`src/rtl/bdr_pkg.sv`:
```
package bdr_pkg;

    localparam int          PIN_CNT       = 16;
    localparam int          PIN_IDX_W     = 4;
    localparam int          CNT_W         = 8;
    localparam logic [7:0]  DELAY_NONE    = 8'h00;
    localparam logic [7:0]  DELAY_NO_REP  = 8'hff;
    localparam logic [7:0]  WS_CLEAR      = 8'h00;
    localparam logic [7:0]  CNT_ONE       = 8'h01;
    localparam logic [7:0]  WS_MAX        = 8'hff;
    localparam int          SYNC_STAGES   = 3;

    typedef enum logic [2:0] {
        BDR_IDLE = 3'b001,
        BDR_EVAL = 3'b010,
        BDR_DONE = 3'b100
    } bdr_state_e;

endpackage : bdr_pkg
```
`src/rtl/bdr_button.sv`:
```
`timescale 1ns/1ps
module bdr_button #(
    parameter int PINS = bdr_pkg::PIN_CNT
) (
    // Clock and reset
    input  wire logic                            mclk,
    input  wire logic                            rstn,
    // Pins
    input  wire logic [PINS-1:0]                 pin_in,
    output logic      [PINS-1:0]                 pin_dir_in,
    // Invocation parameters
    input  wire logic                            invoke,
    input  wire logic [bdr_pkg::PIN_IDX_W-1:0]   pin_sel,
    input  wire logic                            pressed_level,
    input  wire logic [bdr_pkg::CNT_W-1:0]       delay,
    input  wire logic [bdr_pkg::CNT_W-1:0]       rate,
    input  wire logic                            branch_condition_level,
    input  wire logic [bdr_pkg::CNT_W-1:0]       ws_in,
    // Results
    output logic                                 done,
    output logic                                 branch_taken,
    output logic      [bdr_pkg::CNT_W-1:0]       ws_out
);

    ////////////////////////////////////////////////////////////////////////////
    logic [PINS-1:0] pin_s;

    bdr_pin_sync #(.W(PINS)) u_sync (
        .mclk     (mclk),
        .rstn     (rstn),
        .pin_raw  (pin_in),
        .pin_sync (pin_s)
    );

    typedef struct packed {
        bdr_pkg::bdr_state_e         state;
        logic [PINS-1:0]             dir_in;
        logic                        done;
        logic                        branch;
        logic [bdr_pkg::CNT_W-1:0]   ws;
    } bdr_st_s;

    bdr_st_s st_q;
    bdr_st_s st_d;

    localparam bdr_st_s ST_RST = '{
        state:  bdr_pkg::BDR_IDLE,
        dir_in: '0,
        done:   1'b0,
        branch: 1'b0,
        ws:     bdr_pkg::WS_CLEAR
    };

    ////////////////////////////////////////////////////////////////////////////
    // Workspace: 0 = released or delay zero; 1 with delay 255; else invocations held, up to 255 at most, then set back to delay when a repeat is due
    logic                       pressed;
    logic                       act;
    logic [bdr_pkg::CNT_W-1:0]  ws_nx;

    function automatic logic [bdr_pkg::CNT_W-1:0] cnt_inc(
        input logic [bdr_pkg::CNT_W-1:0] v
    );
        cnt_inc = v + bdr_pkg::CNT_ONE;
    endfunction : cnt_inc

    // Repeat period over; cut short at the top of the byte, since wrapping
    // to zero would read as a fresh press and act out of turn
    function automatic logic rep_due(
        input logic [bdr_pkg::CNT_W-1:0] ws,
        input logic [bdr_pkg::CNT_W-1:0] dly,
        input logic [bdr_pkg::CNT_W-1:0] rt
    );
        logic [bdr_pkg::CNT_W-1:0] pos;
        pos     = ws - dly;
        rep_due = (rt == bdr_pkg::WS_CLEAR) || (ws == bdr_pkg::WS_MAX)
                  || (pos >= rt - bdr_pkg::CNT_ONE);
    endfunction : rep_due

    always_comb begin
        pressed = (pin_s[pin_sel] == pressed_level);
        act     = 1'b0;
        ws_nx   = ws_in;
        if (!pressed) begin
            ws_nx = bdr_pkg::WS_CLEAR;
        end else if (delay == bdr_pkg::DELAY_NONE) begin
            act   = 1'b1;
            ws_nx = bdr_pkg::WS_CLEAR;
        end else if (ws_in == bdr_pkg::WS_CLEAR) begin
            act   = 1'b1;
            ws_nx = bdr_pkg::CNT_ONE;
        end else if (delay == bdr_pkg::DELAY_NO_REP) begin
            ws_nx = ws_in;
        end else if (ws_in < delay) begin
            ws_nx = cnt_inc(ws_in);
            if (ws_nx == delay) begin
                act = 1'b1;
            end
        end else begin
            // Past delay: ws counts delay..delay+rate-1, stopping short at 255, then wraps to delay
            if (rep_due(ws_in, delay, rate)) begin
                act   = 1'b1;
                ws_nx = delay;
            end else begin
                ws_nx = cnt_inc(ws_in);
            end
        end
    end

    ////////////////////////////////////////////////////////////////////////////
    always_comb begin
        st_d        = st_q;
        st_d.done   = 1'b0;
        st_d.branch = 1'b0;
        unique case (st_q.state)
            bdr_pkg::BDR_IDLE: begin
                if (invoke) begin
                    st_d.dir_in[pin_sel] = 1'b1;
                    st_d.state           = bdr_pkg::BDR_EVAL;
                end
            end
            bdr_pkg::BDR_EVAL: begin
                // Pin now an input; sample it once
                st_d.ws     = ws_nx;
                st_d.branch = (act == branch_condition_level);
                st_d.done   = 1'b1;
                st_d.state  = bdr_pkg::BDR_DONE;
            end
            bdr_pkg::BDR_DONE: begin
                st_d.state = bdr_pkg::BDR_IDLE;
            end
            default: begin
                st_d.state = bdr_pkg::BDR_IDLE;
            end
        endcase
    end

    always_ff @(posedge mclk or negedge rstn) begin
        if (!rstn) begin
            st_q <= ST_RST;
        end else begin
            st_q <= st_d;
        end
    end

    assign pin_dir_in   = st_q.dir_in;
    assign done         = st_q.done;
    assign branch_taken = st_q.branch;
    assign ws_out       = st_q.ws;

    ////////////////////////////////////////////////////////////////////////////
    AST_DONE_TWO: assert property (@(posedge mclk) disable iff (!rstn)
        (st_q.state == bdr_pkg::BDR_IDLE && invoke) |-> ##2 done)
        else $error("done not two cycles after invoke");
    AST_DIR_IN: assert property (@(posedge mclk) disable iff (!rstn)
        done |-> pin_dir_in[$past(pin_sel)])
        else $error("pin not forced to input");
    AST_REL_CLR: assert property (@(posedge mclk) disable iff (!rstn)
        (st_q.state == bdr_pkg::BDR_EVAL && !pressed) |=> ws_out == bdr_pkg::WS_CLEAR)
        else $error("workspace not cleared on release");
    AST_RAW: assert property (@(posedge mclk) disable iff (!rstn)
        (st_q.state == bdr_pkg::BDR_EVAL && delay == bdr_pkg::DELAY_NONE && pressed
         && branch_condition_level) |=> branch_taken)
        else $error("zero delay did not act on press");
    AST_FIRST: assert property (@(posedge mclk) disable iff (!rstn)
        (st_q.state == bdr_pkg::BDR_EVAL && pressed && ws_in == bdr_pkg::WS_CLEAR
         && delay != bdr_pkg::DELAY_NONE)
        |=> (ws_out != bdr_pkg::WS_CLEAR && branch_taken == $past(branch_condition_level)))
        else $error("first press not acted on");
    AST_NOREP: assert property (@(posedge mclk) disable iff (!rstn)
        (st_q.state == bdr_pkg::BDR_EVAL && delay == bdr_pkg::DELAY_NO_REP && pressed
         && ws_in != bdr_pkg::WS_CLEAR && branch_condition_level) |=> !branch_taken)
        else $error("repeat with delay 255");
    AST_DELAY: assert property (@(posedge mclk) disable iff (!rstn)
        (st_q.state == bdr_pkg::BDR_EVAL && pressed && delay != bdr_pkg::DELAY_NO_REP
         && ws_in != bdr_pkg::WS_CLEAR && cnt_inc(ws_in) == delay
         && branch_condition_level) |=> branch_taken)
        else $error("no action at delay");
    AST_COND: assert property (@(posedge mclk) disable iff (!rstn)
        (st_q.state == bdr_pkg::BDR_EVAL && !pressed)
        |=> branch_taken == !$past(branch_condition_level))
        else $error("released branch mismatch");
    AST_DONE_PULSE: assert property (@(posedge mclk) disable iff (!rstn)
        done |=> !done)
        else $error("done longer than one cycle");
    AST_BRANCH_DONE: assert property (@(posedge mclk) disable iff (!rstn)
        branch_taken |-> done)
        else $error("branch outside completion");
    AST_WS_HOLD: assert property (@(posedge mclk) disable iff (!rstn)
        !done |-> $stable(ws_out))
        else $error("workspace moved between invocations");
    AST_ZERO_WS: assert property (@(posedge mclk) disable iff (!rstn)
        (st_q.state == bdr_pkg::BDR_EVAL && delay == bdr_pkg::DELAY_NONE)
        |=> ws_out == bdr_pkg::WS_CLEAR)
        else $error("workspace used with zero delay");
    AST_RATE_ZERO: assert property (@(posedge mclk) disable iff (!rstn)
        (st_q.state == bdr_pkg::BDR_EVAL && pressed && delay != bdr_pkg::DELAY_NONE
         && delay != bdr_pkg::DELAY_NO_REP && ws_in >= delay && rate == bdr_pkg::WS_CLEAR
         && branch_condition_level) |=> branch_taken)
        else $error("no repeat every invocation with rate zero");
    AST_DIR_STICKY: assert property (@(posedge mclk) disable iff (!rstn)
        (pin_dir_in & $past(pin_dir_in)) == $past(pin_dir_in))
        else $error("forced input released");
    AST_CNT_STEP: assert property (@(posedge mclk) disable iff (!rstn)
        (st_q.state == bdr_pkg::BDR_EVAL && pressed && delay != bdr_pkg::DELAY_NO_REP
         && ws_in != bdr_pkg::WS_CLEAR && ws_in < delay)
        |=> ws_out == cnt_inc($past(ws_in)))
        else $error("hold count did not advance");
    AST_NOREP_HOLD: assert property (@(posedge mclk) disable iff (!rstn)
        (st_q.state == bdr_pkg::BDR_EVAL && pressed && delay == bdr_pkg::DELAY_NO_REP
         && ws_in != bdr_pkg::WS_CLEAR) |=> ws_out == $past(ws_in))
        else $error("workspace moved with delay 255");

endmodule : bdr_button

```
`src/rtl/bdr_pin_sync.sv`:
```
`timescale 1ns/1ps
// Three-stage synchroniser for the pin bus; a change counts once stages 2 and 3 agree.
module bdr_pin_sync #(
    parameter int W = 16
) (
    // Clock and reset
    input  wire logic         mclk,
    input  wire logic         rstn,
    // Pins
    input  wire logic [W-1:0] pin_raw,
    output logic      [W-1:0] pin_sync
);

    typedef struct packed {
        logic [W-1:0] s1;
        logic [W-1:0] s2;
        logic [W-1:0] s3;
        logic [W-1:0] stable;
    } bdr_sync_s;

    bdr_sync_s st_q;
    bdr_sync_s st_d;

    always_comb begin
        st_d    = st_q;
        st_d.s1 = pin_raw;
        st_d.s2 = st_q.s1;
        st_d.s3 = st_q.s2;
        for (int i = 0; i < W; i++) begin
            if (st_q.s2[i] == st_q.s3[i]) begin
                st_d.stable[i] = st_q.s3[i];
            end
        end
    end

    always_ff @(posedge mclk or negedge rstn) begin
        if (!rstn) begin
            st_q <= '0;
        end else begin
            st_q <= st_d;
        end
    end

    assign pin_sync = st_q.stable;

endmodule : bdr_pin_sync

```
`config.mk`:
```
export PLATFORM = sky130hd
export DESIGN_NAME = bdr_button
export DESIGN_NICKNAME = d
export VERILOG_FILES = /design/src/rtl/bdr_pkg.sv /design/src/rtl/bdr_button.sv /design/src/rtl/bdr_pin_sync.sv
export SDC_FILE = /design/constraint.sdc
export NUM_CORES = 1
export LEC_CHECK = 0
export BUFFER_PORTS_ARGS = -buffer_cell sky130_fd_sc_hd__buf_2
export CAP_MARGIN = 30
export CORE_ASPECT_RATIO = 1.75
export CORE_MARGIN = 2
export CORE_UTILIZATION = 56
export DETAILED_ROUTE_END_ITERATION = 12
export GPL_TIMING_DRIVEN = 1
export PLACE_DENSITY_LB_ADDON = 0.3
export SYNTH_ARGS = -nofsm -noshare
export SYNTH_HDL_FRONTEND = slang
export SYNTH_SLANG_ARGS = --single-unit
```
`constraint.sdc`:
```
create_clock -name mclk -period 2.5 [get_ports mclk]
set_input_delay 0.375 -clock mclk [delete_from_list [all_inputs] [get_ports mclk]]
set_output_delay 0.375 -clock mclk [all_outputs]
set_load 0.005 [all_outputs]
```
==> results of run 1 <==
[area by class of cell]
type / instances / area share, %
Sequential cell: 93 / 42.6
Multi-Input combinational cell: 225 / 33.5
Timing Repair Buffer: 126 / 14.9
Clock buffer: 9 / 4.12
Tap cell: 88 / 2.02
Clock inverter: 7 / 1.51
Inverter: 16 / 1.33
[power groups by stage]
stage	Combinational (mW)	Clock (mW)	Sequential [mW]
2_1_floorplan	0.789	0	1.91
3_3_place_gp	0.970	0	1.93
3_5_place_dp	0.995	0	1.95
4_1_cts	1.04	1.39	1.92
5_1_grt	1.13	1.46	1.95
6_report	1.03	1.36	1.92
[what timing repair did]
| action | 4_1_cts | 5_1_grt |
|---|---|---|
| pin swaps | 27 | 9 |
| buffers inserted | 3 | 0 |
| setup endpoints to repair | 9 | 9 |
| resized for setup | 19 | 3 |
[stage by stage]
step / worst slack, ns / area [um^2] / util, %
2_1_floorplan: -0.468 / 4450 / -
3_3_place_gp: -0.859 / 5030 / 66.4
3_5_place_dp: -0.970 / 5030 / 66.4
4_1_cts: -0.410 / 5450 / 72.0
5_1_grt: -0.559 / 5460 / 72.2
6_report: -0.409 / 5460 / 72.2
[cells in the final DEF (no fill, tap or decap), drive strengths merged, types with 6 or more instances in the layout]
master and n:
buf 126, dfrtp 92, nand2 22, o21ai 20
nor2 19, ha 19, inv 18, maj3 16
o21bai 14, a21oi 14, xnor2 13, clkbuf 9
nand3 8, xor2 7, nor3 6, a221oi 6
[metal layers]
| metal | GRT usage [%] | vias to the layer above | share of wire [%] |
|---|---|---|---|
| li1 | - | 1492 | - |
| met1 | 26.2 | 1492 | 37 |
| met2 | 40.1 | 101 | 54 |
| met3 | 3.90 | 28 | 4.3 |
| met4 | 14.3 | 0 | 4.6 |
| met5 | 0 | - | 0 |
[logic make-up after synthesis]
family / synth area share (%)
xor gates and xnor gates: 4.17
buffers and inverters: 7.92
DFF: 53.2
adders and majority gates: 9.55
AOI/OAI and AO/OA: 11.1
and+or+nand+nor: 11.1
muxes: 2.94
[how the worst max path moves through the flow]
stage          cells after the start                      to  slack (ns)
6_report                          19   ws_out[2]$_DFFE_PN0P_       -0.41
3_5_place_dp                      18   ws_out[6]$_DFFE_PN0P_       -0.97
3_3_place_gp                      17   ws_out[1]$_DFFE_PN0P_       -0.86
2_1_floorplan                     17  branch_taken$_DFF_PN0_       -0.47
5_1_grt                           19  branch_taken$_DFF_PN0_       -0.56
4_1_cts                           18   ws_out[0]$_DFFE_PN0P_       -0.41
[critical path, stage by stage]
cell      delay [ns]
buf_12          0.11
inv_12          0.04
ha_4            0.11
inv_2           0.04
fa_2            0.34
a211oi_2        0.22
o21bai_1        0.11
a21oi_1         0.16
xnor2_1         0.09
ha_1            0.30
nand4_1         0.07
nor2_1          0.15
o31ai_2         0.11
a31oi_2         0.21
buf_6           0.16
buf_4           0.14
o21ai_1         0.07
a221oi_2        0.23
o21ai_1         0.09
[registers in the layout, indices dropped and copies added (netlist names)]
register / flops
st_q: 3
branch_taken: 1
done: 1
pin_dir_in: 16
u_sync.st_q: 16
u_sync.pin_sync: 16
ws_out: 8
u_sync.st_d: 32
==> summary.txt, run 1 <==
STA
  – Final setup violation count: 9
  – F_max: 344 MHz
  – Worst slew margin: 38.4%
  – Worst clock skew: 0.00486 ns
  – Period utilisation layout: 116%
  – Final Critical Period: 2.91 ns
  – Worst slew pin tran: 0.901 ns
  – Final Max Tran Viols: 0
  – RSZ-0062 raised after global routing: yes
  – Worst setup margin: -0.409 ns
  – Final hold slack: 0.0427 ns
  – Final hold violations: 0
  – Setup TNS: -3.37 ns

Drt
  – Via count: 3113
  – DR DRC count: 0
  – Drt via density: 5.52
  – Routed len/inst: 16.6 um
  – ANT nets after route: 0
  – Final wirelength: 9.38 mm
  – Starting DRT DRC Count: 223
  – DRT Pass-1 Iters: 4

Finish
  – Fillers: 531
  – Sequential cell area: 2330 um^2
  – Final net count: 540
  – Area Growth Syn to Fin: 24.8%
  – Final Non-Filler Cells: 564
  – Multi-input gate area: 1830 um^2
  – Share of cells above drive strength 1: 37.4%
  – Antenna cell count: 0

Setup path
  – Critical Path Source Type: primary input
  – Critical Path RT: 2.72 ns
  – Worst flop-to-flop path endpoint: ws_out[2]$_DFFE_PN0P_
  – Worst Reg-to-Reg Cells: 7
  – Worst EP arrival: 3.13 ns
  – Reg2reg start: u_sync.pin_sync[13]$_DFFE_PN0N_
  – CP endpoint kind: register
  – Crit path from: ws_in[0]
  – Reg-to-reg slack, setup: 0.51 ns
  – Critical path class: primary input to register
  – Crit-path max FO: 6

Power
  – Tot Pwr: 4.31 mW
  – Peak supply drop: 416 uV
  – Clock share of power: 31.5%
  – Internal: 3.12 mW
  – Pwr Density: 788 nW/um^2
  – Pleak: 2.52 nW
  – Sw Share: 27.7%
  – Sequential Power Share: 44.6%
  – Switching power: 1.19 mW
  – Logic pwr share: 23.9%

Placement
  – Detailed placement HPWL: 7.16 mm
  – IO buf count: 74
  – Inst Count DP: 545
  – RD Place Congestion: 0.877

Clock network
  – CTS tree: built
  – Num CTS Buffers: 9
  – CTS Sinks: 93
  – Clock-pin slew on the worst setup and hold paths: 0.06 ns
  – Bufs on Longest Clock Path: 2
  – H-tree depth: 3
  – Root buf cell: clkbuf_16
  – Clock Latency Late Sink: 0.33 ns
  – Hold_buf cts: 0

Global routing
  – Vias in the first global route: 3203
  – Largest net degree at the start of global routing: 49
  – Initial antenna violation count: 0
  – Overflow after GRT: 0
  – Total track usage: 23.2%
  – First-pass GRT wire length: 15.2 mm

Synth
  – Most area-hungry cell type in the Yosys netlist: dfrtp_1
  – Top-area cell type share of the netlist area: 52.6%
  – Syn Area/Cell: 11.9 um^2
  – Top_reg_cell synth: dfrtp_1
  – Top-count cell post-synth: dfrtp_1
  – Synthesized instance count: 368
  – Syn_nets: 437
  – Post-synth top cells: 92 x dfrtp_1, 26 x buf_4, 22 x nand2_1
  – Post-synth EDFFs: 0
  – Netlist area before placement: 4380 um^2
  – Seq/Total Area, Yosys: 53.2%
  – Yosys cell types: 59
  – Synthesis Warnings: 0
  – Area contributors post-synth: dfrtp_1 53%, ha_1 5.4%, buf_4 4.5%
  – #FFs+latches synth: 93
  – Post-synth ARST share: 100%

Die
  – Die area: 8570 um^2
  – Die Wd: 70.8 um
  – Starting Density: 57.8%
  – Num rows: 42
  – Core ar.: 7570 um^2
  – I/O Pins: 75
  – Die Ht: 121 um

Hold path
  – Hold Crit Class: primary input to async pin

Run status
  – Failing checks: negative setup slack
  – Outcome: finished, violations left

Job
  – Max-capacitance violation count: 0
Note: power is estimated with default switching activity, not from simulation.
==> run 2: changes to the inputs <==
--- a/config.mk
+++ b/config.mk
@@ -13,6 +13,7 @@
 export DETAILED_ROUTE_END_ITERATION = 12
 export GPL_TIMING_DRIVEN = 1
 export PLACE_DENSITY_LB_ADDON = 0.3
+export RECOVER_POWER = 50
 export SYNTH_ARGS = -nofsm -noshare
 export SYNTH_HDL_FRONTEND = slang
 export SYNTH_SLANG_ARGS = --single-unit
==> summary.txt, run 2 (same netlist as run 1, synthesis figures left out) <==
Run status
  – Outcome: finished, violations left
  – Failing checks: negative setup slack

Clock network
  – Clock-pin slew on the worst setup and hold paths: 0.06 ns
  – CTS tree: built
  – H-tree depth: 3
  – Bufs on Longest Clock Path: 2
  – Root buf cell: clkbuf_16
  – Num CTS Buffers: 9
  – Hold_buf cts: 0
  – CTS Sinks: 93
  – Clock Latency Late Sink: 0.33 ns

Power
  – Internal: 3.11 mW
  – Sw Share: 27.7%
  – Pleak: 2.51 nW
  – Logic pwr share: 23.9%
  – Sequential Power Share: 44.6%
  – Peak supply drop: 416 uV
  – Switching power: 1.19 mW
  – Clock share of power: 31.5%
  – Pwr Density: 790 nW/um^2

Placement
  – IO buf count: 74
  – Placed cell area: 5030 um^2
  – Detailed placement HPWL: 7.16 mm
  – RD Place Congestion: 0.877

STA
  – Final hold slack: 0.142 ns
  – Final setup violation count: 9
  – Final Max Tran Viols: 0
  – Worst slew margin: 24.2%
  – Worst setup margin: -0.409 ns
  – Setup TNS: -3.37 ns
  – Worst clock skew: 0.00486 ns
  – Final hold violations: 0
  – Final Critical Period: 2.91 ns
  – F_max: 344 MHz
  – RSZ-0062 raised after global routing: yes
  – Period utilisation layout: 116%
  – Worst slew pin tran: 1.14 ns

Drt
  – WL met1: 3.44 mm
  – Drt via density: 5.52
  – DRT Pass-1 Iters: 4
  – Highest routed layer: met4
  – Final wirelength: 9.38 mm
  – Via count: 3113
  – Routed wl met2: 5.10 mm
  – Met3 WL: 410 um
  – DR DRC count: 0
  – Starting DRT DRC Count: 223
  – ANT nets after route: 0
  – Routed len/inst: 16.6 um

Hold path
  – WHS Path Cells: 1
  – Hold Path Sink: u_sync.st_d[35]$_DFF_PN0_
  – Hold Crit Class: primary input to register
  – Min-delay src: pin_in[3]

Die
  – Core ar.: 7570 um^2
  – I/O Pins: 75
  – Die Wd: 70.8 um
  – Num rows: 42
  – Die area: 8570 um^2
  – Starting Density: 57.8%
  – Die Ht: 121 um

Finish
  – Design area: 5450 um^2
  – Commonest non-fill, non-tap cell in the layout: dfrtp_1
  – Area Growth Syn to Fin: 24.4%
  – Largest register FFs: 32
  – Post-layout util: 72.0%
  – Antenna cell count: 0
  – Share of cells above drive strength 1: 37.2%
  – Most frequent cells in the layout: 92 x dfrtp_1, 70 x buf_2, 46 x buf_4, 22 x nand2_1, 19 x nor2_1
  – Final net count: 540
  – Fillers: 534

Setup path
  – Crit-path max FO: 6
  – Reg2reg start: u_sync.pin_sync[13]$_DFFE_PN0N_
  – Worst Reg-to-Reg Cells: 7
  – Delay-heaviest family, CP: compound AO/OA/AOI/OAI gates
  – WP buf/inv: 5
  – Cell mode on critical path: o21ai_1
  – Critical Path RT: 2.72 ns
  – Max incr delay on CP: 0.34 ns
  – Critical Path Source Type: primary input
  – Cell count along the critical path: 19
  – Worst flop-to-flop path endpoint: ws_out[2]$_DFFE_PN0P_
  – Critical path class: primary input to register
  – CP max stage cell: fa_2
  – Worst EP arrival: 3.13 ns
  – CP endpoint kind: register
  – Reg-to-reg slack, setup: 0.51 ns
  – Worst path cell trace: buf_12 -> inv_12 -> ha_4 -> inv_2 -> fa_2 -> a211oi_2 -> o21bai_1 -> a21oi_1 -> xnor2_1 -> ha_1 -> nand4_1 -> nor2_1 -> o31ai_2 -> a31oi_2 -> buf_6 -> buf_4 -> o21ai_1 -> a221oi_2 -> o21ai_1

Global routing
  – Vias in the first global route: 3203
  – First-pass GRT wire length: 15.2 mm
  – Overflow after GRT: 0
  – Total track usage: 23.2%
  – Initial antenna violation count: 0
  – Largest net degree at the start of global routing: 49

Job
  – Max-capacitance violation count: 0
-- run 2: cell types whose count changed in the layout (fill, tap and decap cells not counted), sizes merged --
cell,before,now
clkbuf,9,12
buf,126,123
-- run 2: worst max-delay path by stage --
stage | slack [ns] | end | start
2_1_floorplan | -0.47 | branch_taken$_DFF_PN0_ | ws_in[0]
3_3_place_gp | -0.86 | ws_out[1]$_DFFE_PN0P_ | ws_in[0]
3_5_place_dp | -0.97 | ws_out[6]$_DFFE_PN0P_ | ws_in[0]
4_1_cts | -0.41 | ws_out[0]$_DFFE_PN0P_ | ws_in[0]
5_1_grt | -0.56 | branch_taken$_DFF_PN0_ | ws_in[0]
6_report | -0.41 | ws_out[2]$_DFFE_PN0P_ | ws_in[0]
-- run 2: cell type report --
| type | count | area (um^2) | share of cell area, % |
|---|---|---|---|
| Multi-Input combinational cell | 225 | 1830 | 33.6 |
| Inverter | 16 | 72.6 | 1.33 |
| Tap cell | 88 | 110 | 2.02 |
| Timing Repair Buffer | 126 | 797 | 14.6 |
| Clock buffer | 9 | 225 | 4.14 |
| Clock inverter | 7 | 82.6 | 1.52 |
| Sequential cell | 93 | 2330 | 42.8 |
-- run 2: metal layers --
metal / track usage (%) / vias up
met1: 26.2 / 1492
met2: 40.1 / 101
met4: 14.3 / 0
met5: 0 / -
li1: - / 1492
met3: 3.90 / 28
-- run 2: what timing repair did --
| action | 4_1_cts | 5_1_grt |
|---|---|---|
| setup endpoints to repair | 9 | 9 |
| setup buffers | 3 | 0 |
| hold endpoints to repair | 0 | 0 |
| pin swaps | 27 | 9 |
| gates resized for setup | 19 | 3 |
-- run 2: worst reg2reg max path, stage by stage (launching register included) --
cell and delay, ns:
dfrtp_1 0.40, mux4_1 0.57, nand3_1 0.13, nand3_2 0.09, xnor2_2 0.24, and2_4 0.21
nand3_4 0.11, o21ai_1 0.16
-- run 2: through the flow --
| step | setup WS [ns] | cells | power, mW |
|---|---|---|---|
| 2_1_floorplan | -0.468 | 368 | 2.70 |
| 3_3_place_gp | -0.859 | 545 | 2.90 |
| 3_5_place_dp | -0.970 | 545 | 2.94 |
| 4_1_cts | -0.410 | 564 | 4.35 |
| 5_1_grt | -0.559 | 564 | 4.54 |
| 6_report | -0.409 | 564 | 4.30 |
-- run 2: power by group through the flow --
stage               Clock, mW  Combinational [mW]  Sequential, mW
global route             1.46                1.13            1.95
detailed placement          0               0.995            1.95
floorplan                   0               0.789            1.91
finish                   1.36                1.03            1.92
global placement            0               0.970            1.93
CTS                      1.39                1.04            1.92
==> run 3: changes to the inputs <==
--- a/config.mk
+++ b/config.mk
@@ -7,9 +7,11 @@
 export LEC_CHECK = 0
 export BUFFER_PORTS_ARGS = -buffer_cell sky130_fd_sc_hd__buf_2
 export CAP_MARGIN = 30
+export CELL_PAD_IN_SITES_DETAIL_PLACEMENT = 1
+export CELL_PAD_IN_SITES_GLOBAL_PLACEMENT = 2
 export CORE_ASPECT_RATIO = 1.75
 export CORE_MARGIN = 2
-export CORE_UTILIZATION = 56
+export CORE_UTILIZATION = 37
 export DETAILED_ROUTE_END_ITERATION = 12
 export GPL_TIMING_DRIVEN = 1
 export PLACE_DENSITY_LB_ADDON = 0.3
==> summary.txt, run 3 (same netlist as run 1, synthesis figures left out) <==
Drt
  – ANT nets after route: 0
  – DR DRC count: 0
  – Drt via density: 5.14
  – Final wirelength: 10.6 mm
  – Routed len/inst: 17.1 um
  – Via count: 3189
  – Starting DRT DRC Count: 117
  – DRT Pass-1 Iters: 4

STA
  – Worst clock skew: 0.00518 ns
  – Final hold slack: 0.147 ns
  – F_max: 336 MHz
  – Worst slew pin tran: 1.81 ns
  – Final Max Tran Viols: 38
  – Worst slew margin: -20.9%
  – Final setup violation count: 9
  – Worst setup margin: -0.476 ns
  – Setup TNS: -3.81 ns
  – Final hold violations: 0
  – RSZ-0062 raised after global routing: yes
  – Period utilisation layout: 119%
  – Final Critical Period: 2.98 ns

Placement
  – IO buf count: 74
  – RD Place Congestion: 0.895
  – Placed cell area: 5140 um^2
  – Detailed placement HPWL: 8.62 mm

Job
  – Max-capacitance violation count: 1

Setup path
  – CP endpoint kind: register
  – Worst EP arrival: 3.19 ns
  – Crit-path max FO: 7
  – Crit path from: delay[1]
  – Critical Path RT: 2.72 ns
  – Critical path class: primary input to register
  – Critical Path Source Type: primary input
  – Reg2reg start: u_sync.pin_sync[3]$_DFFE_PN0N_

Finish
  – Sequential cell area: 2330 um^2
  – Commonest non-fill, non-tap cell in the layout: dfrtp_1
  – Design area: 5580 um^2
  – Antenna cell count: 0
  – Multi-input gate area: 1850 um^2
  – Fillers: 1295
  – Area Growth Syn to Fin: 27.5%
  – Share of cells above drive strength 1: 39.3%
  – Most frequent cells in the layout: 92 x dfrtp_1, 72 x buf_2, 58 x buf_4, 22 x nand2_1
  – Final net count: 550
  – Largest register FFs: 32

Clock network
  – H-tree depth: 3
  – Root buf cell: clkbuf_16
  – CTS Sinks: 93
  – CTS tree: built
  – Clock-pin slew on the worst setup and hold paths: 0.06 ns
  – Bufs on Longest Clock Path: 2
  – Num CTS Buffers: 9
  – Clock Latency Late Sink: 0.33 ns

Global routing
  – Initial antenna violation count: 0
  – First-pass GRT wire length: 17.7 mm
  – Total track usage: 17.9%
  – Vias in the first global route: 3623
  – Overflow after GRT: 0
  – Largest net degree at the start of global routing: 58

Die
  – Num rows: 52
  – Starting Density: 37.8%
  – I/O Pins: 75
  – Core ar.: 11600 um^2
  – Die Wd: 86.2 um
  – Die Ht: 148 um
  – Die area: 12700 um^2

Power
  – Internal: 3.12 mW
  – Pleak: 2.56 nW
  – Clock share of power: 30.8%
  – Logic pwr share: 24.8%
  – Tot Pwr: 4.32 mW
  – Pwr Density: 775 nW/um^2
  – Sequential Power Share: 44.4%
  – Sw Share: 27.8%
  – Switching power: 1.20 mW
  – Peak supply drop: 269 uV

Run status
  – Outcome: finished, violations left
  – Failing checks: max-capacitance violations, max-slew violations, negative setup slack

Hold path
  – Min-delay src: pin_in[0]
  – Hold Crit Class: primary input to register
[run 3: layer usage]
metal / vias to the layer above / track usage, % / share of wire (%) / routed length, um
met2: 76 / 36.2 / 60 / 6420
met4: 0 / 7.81 / 3.0 / 319
met1: 1586 / 17.4 / 34 / 3590
met3: 21 / 1.79 / 2.9 / 309
li1: 1506 / - / - / -
met5: - / 0 / 0 / 0
[run 3: through the flow]
stage / worst slack, ns / util (%) / cells
global route: -0.599 / 48.2 / 621
global placement: -1.01 / 44.4 / 599
CTS: -0.460 / 48.2 / 621
finish: -0.476 / 48.2 / 621
floorplan: -0.468 / - / 368
detailed placement: -1.12 / 44.4 / 599
[run 3: path summary, 6_finish.rpt]
path	to	cells past startpoint	slack [ns]
worst max register to register	ws_out[1]$_DFFE_PN0P_	7	0.49
min in group asynchronous	u_sync.st_q[17]$_DFF_PN0_	1	0.53
max in group asynchronous	u_sync.st_d[21]$_DFF_PN0_	2	0.28
worst min-delay path	u_sync.st_d[32]$_DFF_PN0_	1	0.15
worst min register to register	u_sync.st_d[23]$_DFF_PN0_	0	0.34
worst max-delay path	ws_out[0]$_DFFE_PN0P_	18	-0.48
[run 3: layout make-up]
class                           instances  share of cell area, %
Sequential cell                        93                   41.7
Multi-Input combinational cell        225                   33.1
Timing Repair Buffer                  136                   15.4
Clock buffer                           10                   4.10
Tap cell                              135                   3.03
Inverter                               16                   1.35
Clock inverter                          6                   1.28
[run 3: power groups by stage]
stage                     combinational [mW]  clock, mW  sequential (mW)
final                                   1.07       1.33             1.92
after global routing                    1.19       1.42             1.96
after CTS                               1.09       1.37             1.93
after detailed placement                1.03          0             1.95
after global placement                 0.996          0             1.93
after floorplan                        0.789          0             1.91
[run 3: critical path: stages]
cell and delay (ns):
buf_2 0.11, inv_2 0.08, ha_4 0.20, a21o_1 0.16, a21oi_2 0.15, o21bai_1 0.11, a21oi_2 0.19, o21ai_1 0.11
xor2_1 0.16, ha_1 0.32, nand4_1 0.12, nor2_2 0.14, o31ai_2 0.08, a31oi_2 0.18, buf_6 0.16, mux2i_1 0.19
o21ai_1 0.08, a32o_1 0.26
[run 3: timing repair]
item                                    CTS  global route
resized for setup                        23             4
pin swaps                                31            13
endpoints found under the setup margin    9             9
setup buffers                             6             0
hold buffers                              0             0
